## config.mk

```make
export PLATFORM = sky130hd
export DESIGN_NAME = brownout_reset_flags
export DESIGN_NICKNAME = d
export VERILOG_FILES = /design/src/design/brownout_reset_flags.v
export VERILOG_INCLUDE_DIRS = /design/src /design/src/design
export SDC_FILE = /design/constraint.sdc
export NUM_CORES = 1
export LEC_CHECK = 0
export BUFFER_PORTS_ARGS = -buffer_cell sky130_fd_sc_hd__clkbuf_2
export CAP_MARGIN = 20
export CELL_PAD_IN_SITES_DETAIL_PLACEMENT = 1
export CELL_PAD_IN_SITES_GLOBAL_PLACEMENT = 2
export CORE_MARGIN = 1
export CORE_UTILIZATION = 28
export DETAILED_ROUTE_END_ITERATION = 8
export PLACE_DENSITY_LB_ADDON = 0.25
export REMOVE_ABC_BUFFERS = 1
export SKIP_CTS_REPAIR_TIMING = 1
export SLEW_MARGIN = 20
export SYNTH_ARGS = -nofsm -noshare
export SYNTH_HDL_FRONTEND = slang
export SYNTH_SLANG_ARGS = --single-unit
```

## constraint.sdc

```tcl
create_clock -name clk -period 3 [get_ports clk]
set_input_delay 0.75 -clock clk [delete_from_list [all_inputs] [get_ports clk]]
set_output_delay 0.75 -clock clk [all_outputs]
set_load 0.005 [all_outputs]
```

## src/design/brownout_defs.vh

```
/*
 * Constants for the brown-out control and reset-cause flag block:
 * register offsets, field positions, reset values and encodings.
 * Assumes it is included by its bare name from design files only.
 */
`ifndef BROWNOUT_DEFS_VH
`define BROWNOUT_DEFS_VH

// Register byte offsets on the plain register port.
`define BO_CTRL_OFS 8'h00
`define BO_CAUSE_OFS 8'h04
`define BO_IRQ_STAT_OFS 8'h08
`define BO_IRQ_MASK_OFS 8'h0c

// Brown-out control register fields.
`define BO_CTRL_SWEN_BIT 7
`define BO_CTRL_RSVD_BIT 6
`define BO_CTRL_RDY_BIT 0

// Configuration mode in which the software enable steers the circuit.
`define BO_MODE_SW 2'h1

// Reset-cause flag positions (a flag reads 1 when active).
`define CAUSE_POR_BIT 0
`define CAUSE_BOR_BIT 1
`define CAUSE_RI_BIT 2
`define CAUSE_CLR_BIT 3
`define CAUSE_WDT_BIT 4
`define CAUSE_UNF_BIT 5
`define CAUSE_OVF_BIT 6
`define CAUSE_W 7

// Reset values.
`define BO_SWEN_RST 1'h1
`define CAUSE_RST 7'h00
`define IRQ_MASK_RST 7'h00

`endif

```

## src/design/brownout_reset_flags.v

```verilog
/*
 * Brown-out reset control register and reset-cause flag register.
 * Assumes a single 125 MHz clock, an asynchronous active-low reset,
 * a plain register port with one-cycle read latency, and reset-cause
 * pulses that arrive from the reset sequencer outside this block.
 */
`timescale 1ns/10ps
`include "brownout_defs.vh"

//////////////////////////////////////////////////////////////////////
module brownout_reset_flags #(
   parameter ADDR_W = 8
) (
   input wire clk,
   input wire rst_b,
   input wire [ADDR_W-1:0] reg_addr,
   input wire [31:0] reg_wdata,
   input wire reg_wr,
   input wire reg_rd,
   output reg [31:0] reg_rdata,
   input wire [1:0] brownout_config_mode,
   input wire hw_brownout_on,
   input wire circuit_ready_pin,
   input wire [`CAUSE_W-1:0] cause_event,
   output wire brownout_reset_en,
   output wire irq
);

   //////////////////////////////////////////////////////////////////
   // Input synchronisers.

   // The ready level comes from the analog circuit, another domain.
   reg rdy_s1_ff;
   reg rdy_s2_ff;

   // Two-stage catch of the ready level; only stage two is read.
   always @(posedge clk or negedge rst_b) begin
      if (!rst_b) begin
         rdy_s1_ff <= 1'b0;
         rdy_s2_ff <= 1'b0;
      end else begin
         rdy_s1_ff <= circuit_ready_pin;
         rdy_s2_ff <= rdy_s1_ff;
      end
   end

   //////////////////////////////////////////////////////////////////
   // Register state.

   // Software brown-out enable, resets to enabled.
   reg sw_brownout_enable_ff;
   // Reserved bit, stored as written so software sees what it wrote.
   reg rsvd_ff;
   // Sticky reset-cause flags.
   reg [`CAUSE_W-1:0] reset_cause_register_ff;
   // Interrupt status and mask.
   reg [`CAUSE_W-1:0] irq_stat_ff;
   reg [`CAUSE_W-1:0] irq_mask_ff;

   // Decoded write strobes.
   wire wr_ctrl = reg_wr && (reg_addr == `BO_CTRL_OFS);
   wire wr_cause = reg_wr && (reg_addr == `BO_CAUSE_OFS);
   wire wr_stat = reg_wr && (reg_addr == `BO_IRQ_STAT_OFS);
   wire wr_mask = reg_wr && (reg_addr == `BO_IRQ_MASK_OFS);

   //////////////////////////////////////////////////////////////////
   // Brown-out enable selection.

   // Only configuration mode 01 hands control to software; other modes
   // follow the fixed configuration input instead.
   assign brownout_reset_en = (brownout_config_mode == `BO_MODE_SW) ?
      sw_brownout_enable_ff :
      hw_brownout_on;

   //////////////////////////////////////////////////////////////////
   // Control register writes.

   // Bits five to one have no storage, so writes to them vanish.
   always @(posedge clk or negedge rst_b) begin
      if (!rst_b) begin
         sw_brownout_enable_ff <= `BO_SWEN_RST;
         rsvd_ff <= 1'b0;
      end else if (wr_ctrl) begin
         sw_brownout_enable_ff <= reg_wdata[`BO_CTRL_SWEN_BIT];
         // Software is expected to write zero here; it is kept as written.
         rsvd_ff <= reg_wdata[`BO_CTRL_RSVD_BIT];
      end
   end

   //////////////////////////////////////////////////////////////////
   // Reset-cause flags.

   // Each flag is set by its own cause pulse and otherwise holds.
   // A software write stores the whole field, so software clears flags
   // and may also set them for testing; nothing here issues a reset.
   // A cause pulse in the same cycle as a write wins over the write.
   always @(posedge clk or negedge rst_b) begin
      if (!rst_b) begin
         reset_cause_register_ff <= `CAUSE_RST;
      end else if (wr_cause) begin
         reset_cause_register_ff <= reg_wdata[`CAUSE_W-1:0] | cause_event;
      end else begin
         reset_cause_register_ff <= reset_cause_register_ff | cause_event;
      end
   end

   //////////////////////////////////////////////////////////////////
   // Interrupt status and mask.

   // Each cause event also sets a sticky status bit; writing one clears
   // it, and a new event in that same cycle keeps it set.
   always @(posedge clk or negedge rst_b) begin
      if (!rst_b) begin
         irq_stat_ff <= `CAUSE_RST;
         irq_mask_ff <= `IRQ_MASK_RST;
      end else begin
         if (wr_stat) begin
            irq_stat_ff <= (irq_stat_ff & ~reg_wdata[`CAUSE_W-1:0]) | cause_event;
         end else begin
            irq_stat_ff <= irq_stat_ff | cause_event;
         end
         if (wr_mask) begin
            irq_mask_ff <= reg_wdata[`CAUSE_W-1:0];
         end
      end
   end

   // Level interrupt while any unmasked status bit stands.
   assign irq = |(irq_stat_ff & irq_mask_ff);

   //////////////////////////////////////////////////////////////////
   // Read data path.

   // Read data stands for exactly the cycle after the read strobe and
   // is zero otherwise, including for unmapped addresses.
   always @(posedge clk or negedge rst_b) begin
      if (!rst_b) begin
         reg_rdata <= 32'h00000000;
      end else if (reg_rd) begin
         case (reg_addr)
            `BO_CTRL_OFS: begin
               // Bits five to one read zero.
               reg_rdata <= {24'h000000, sw_brownout_enable_ff, rsvd_ff, 5'h00,
                  rdy_s2_ff};
            end
            `BO_CAUSE_OFS: begin
               reg_rdata <= {25'h0000000, reset_cause_register_ff};
            end
            `BO_IRQ_STAT_OFS: begin
               reg_rdata <= {25'h0000000, irq_stat_ff};
            end
            `BO_IRQ_MASK_OFS: begin
               reg_rdata <= {25'h0000000, irq_mask_ff};
            end
            default: begin
               reg_rdata <= 32'h00000000;
            end
         endcase
      end else begin
         reg_rdata <= 32'h00000000;
      end
   end

endmodule

```

==> results_dict.tcl <==
set metrics [dict create \
    outcome "completed" \
    switching_share 0.253 \
    worst_pin_slew_ns 0.869 \
    cts_max_level 2 \
    placement.io_buffers 40 \
    final_layout_size_suffix_gt1_frac 0.355 \
    grt_pass1_wl_microns 7320 \
    ys_seq_elements 33 \
    reg2reg_from "irq_stat_ff[6]" \
    critPathKind "input pin to output pin" \
    setup_viol 0 \
    met3_usage 0.0225 \
    timing.reg2reg.setup_slack_ns 1.87 \
    finClkSkew_ns 0.00399 \
    slew_headroom 0.421 \
    cts_num_sinks 33 \
    area_growth_pct 16.2 \
    fin_nets 251 \
    insertion_delay_ns 0.28 \
    maxSlewViolCount 0 \
    antenna_found_initial 0 \
    power.switching_mw 0.226 \
    placed_cell_area_sq_um 1940 \
    wire_per_inst_microns 16.9 \
    syn_area_per_cell_sq_um 11.5 \
    cap_violations 0 \
    gr-total-overflow 0 \
    synth-compound-area-share 0.121 \
    reg2reg_to "reg_rdata[6]" \
    clock_path_buffers 2 \
    die_y_microns 80.8 \
    synth_area_sq_um 1740 \
    hold_end "rdy_s2_ff" \
    die_x_microns 80.8 \
    rsz0062_at_grt "false" \
    wl_microns 4590 \
    fin_util 0.339 \
    io_pins 89 \
    synth_xor_area_frac 0 \
    max_freq_mhz 465 \
    synth.yosys.warnings 0 \
    busiest_layer "met2" \
    dieArea_sq_um 6540 \
    final_antenna_net_count 0 \
    hold_start "rdy_s1_ff" \
    p_seq_frac 0.514 \
    hold_ws_ns 0.359 \
    setup-tns-final_ns 0 \
    finalInstanceArea_sq_um 2020 \
    pwr-share-clk 0.362 \
    ys_types 26 \
    synthMuxAreaShare 0.123 \
    clkTransAtPathRegs_ns 0.06 \
    first_iter_violations 66 \
    hpwl_microns 3220 \
    drc 0 \
    hold_class "register to register" \
    finalHoldViolations 0 \
    combPwrFrac 0.124 \
    root_buffer "clkbuf_8" \
    path_max_fanout 1 \
    vias 1322 \
    hold_depth 0 \
    cts_buffers 5 \
    via_per_inst 4.86 \
    arrival_ns 1.40 \
    grtUsageTotal 0.154 \
    ff2ff_path_depth 2 \
    cp.required_ns 2.25 \
    p_int_mw 0.665 \
    grt_max_degree 34 \
    place.gp.congestion 0.744 \
    synth_seq_area_share 0.475 \
    synth_top_family_by_area "simple AND/OR/NAND/NOR gates" \
    grt_use_met2 0.280 \
    synth_fa_ha_area_frac 0 \
    power_density_nw_per_um2 441 \
    cts_tree "yes" \
    yosys.area_share.simple 0.143 \
    syn_inst 152 \
    crit_path_end_kind "output pin" \
    crit_path_start_kind "input pin" \
    start_util 0.292 \
    vdd_ir_drop_max_uv 188 \
    grt_pass1_vias 1409 \
    use_met1 0.176 \
    n_antenna_cell 0 \
    fin_crit_ns 2.15 \
    fill_cells 711 \
    std_cell_rows 28 \
    fp.coreArea_sq_um 5960 \
    dr.pass1.iters 4 \
    p_leak_nw 0.978 \
    min_period_over_period 0.716 \
]
-- layer usage --
metal,wire length [microns],up-vias
li1,-,590
met1,1880,679
met2,2430,45
met3,181,8
met4,96,0
met5,0,-
-- through the flow --
step                total power, mW  std cells  setup WS (ns)
global route                  0.932        272          0.778
finish                        0.891        272          0.851
global placement              0.576        264          0.813
detailed placement            0.579        264          0.797
floorplan                     0.513        145          0.905
CTS                           0.908        272          0.839
-- cell families (layout without fill, tap and decap cells) --
group	after synthesis	count (layout)
AO/OA/AOI/OAI	29	29
multiplexers	17	17
other	1	24
buffers and inverters	37	59
AND/OR/NAND/NOR	35	35
flip-flops	33	33
-- layout by cell type (no fill, tap or decap), types with 2 or more instances in the layout --
cell type	instances
nor2_1	6
a21o_1	7
o21ai_0	7
a22oi_1	7
inv_1	7
mux4_2	2
nor2b_1	4
nand3_1	9
mux2_2	15
clkbuf_8	5
and4b_1	7
clkbuf_1	3
clkbuf_2	40
dfrtp_1	32
conb_1	24
a41oi_1	7
buf_4	4
nand2_1	2
-- Yosys cell counts --
library cell,n,area (sq um)
buf_4,24,180
nor4_4,1,21.3
mux2_2,15,169
dfstp_2,1,26.3
nor2_1,6,22.5
a222oi_1,1,10.0
and2_1,1,6.26
nand2_1,2,7.51
conb_1,1,3.75
and4b_1,7,70.1
nor2b_1,4,25.0
a21o_1,7,52.6
nor3_2,1,10.0
a41oi_1,7,61.3
inv_1,7,26.3
a22oi_1,7,52.6
nand3_1,9,45.0
nand4_4,1,21.3
mux4_2,2,45.0
nor3_1,1,5.00
clkbuf_1,1,3.75
buf_2,5,25.0
and3_1,1,6.26
dfrtp_1,32,801
nand4b_1,1,8.76
o21ai_0,7,35.0
-- area by class of cell --
class	count	area, sq um	share of cell area
repair buffers	44	230	0.114
well taps	75	93.8	0.0464
inverters	7	26.3	0.0130
flip-flops and latches	33	827	0.409
clock buffers	8	80.1	0.0396
multi-input cells	105	764	0.378
-- how the worst max path moves through the flow --
stage                                  startpoint                         end  slack, ns  cells past startpoint
after detailed placement              reg_addr[3]  reset_cause_register_ff[2]       0.80                      5
after floorplan                       reg_addr[5]              irq_mask_ff[0]       0.91                      3
after global routing      brownout_config_mode[0]           brownout_reset_en       0.78                      4
after CTS                 brownout_config_mode[0]           brownout_reset_en       0.84                      4
final                     brownout_config_mode[0]           brownout_reset_en       0.85                      4
after global placement                reg_addr[3]  reset_cause_register_ff[5]       0.81                      5
-- state kept, by name, summed over array words and instances (netlist names) --
signal                   flops
rdy_s2_ff                    1
reg_rdata                    8
reset_cause_register_ff      7
rsvd_ff                      1
irq_mask_ff                  7
sw_brownout_enable_ff        1
rdy_s1_ff                    1
irq_stat_ff                  7
-- power by group through the flow --
stage	logic (mW)	clock network, mW	registers, mW
after CTS	0.112	0.337	0.458
after global routing	0.124	0.350	0.459
after global placement	0.110	0	0.466
final	0.111	0.322	0.458
after detailed placement	0.112	0	0.466
after floorplan	0.0486	0	0.465
-- worst max-delay path, stage by stage --
cell and delay, ns:
clkbuf_2 0.07, nor2b_1 0.13, mux2_2 0.34, clkbuf_2 0.11
Power figures use the tool's default switching activity.
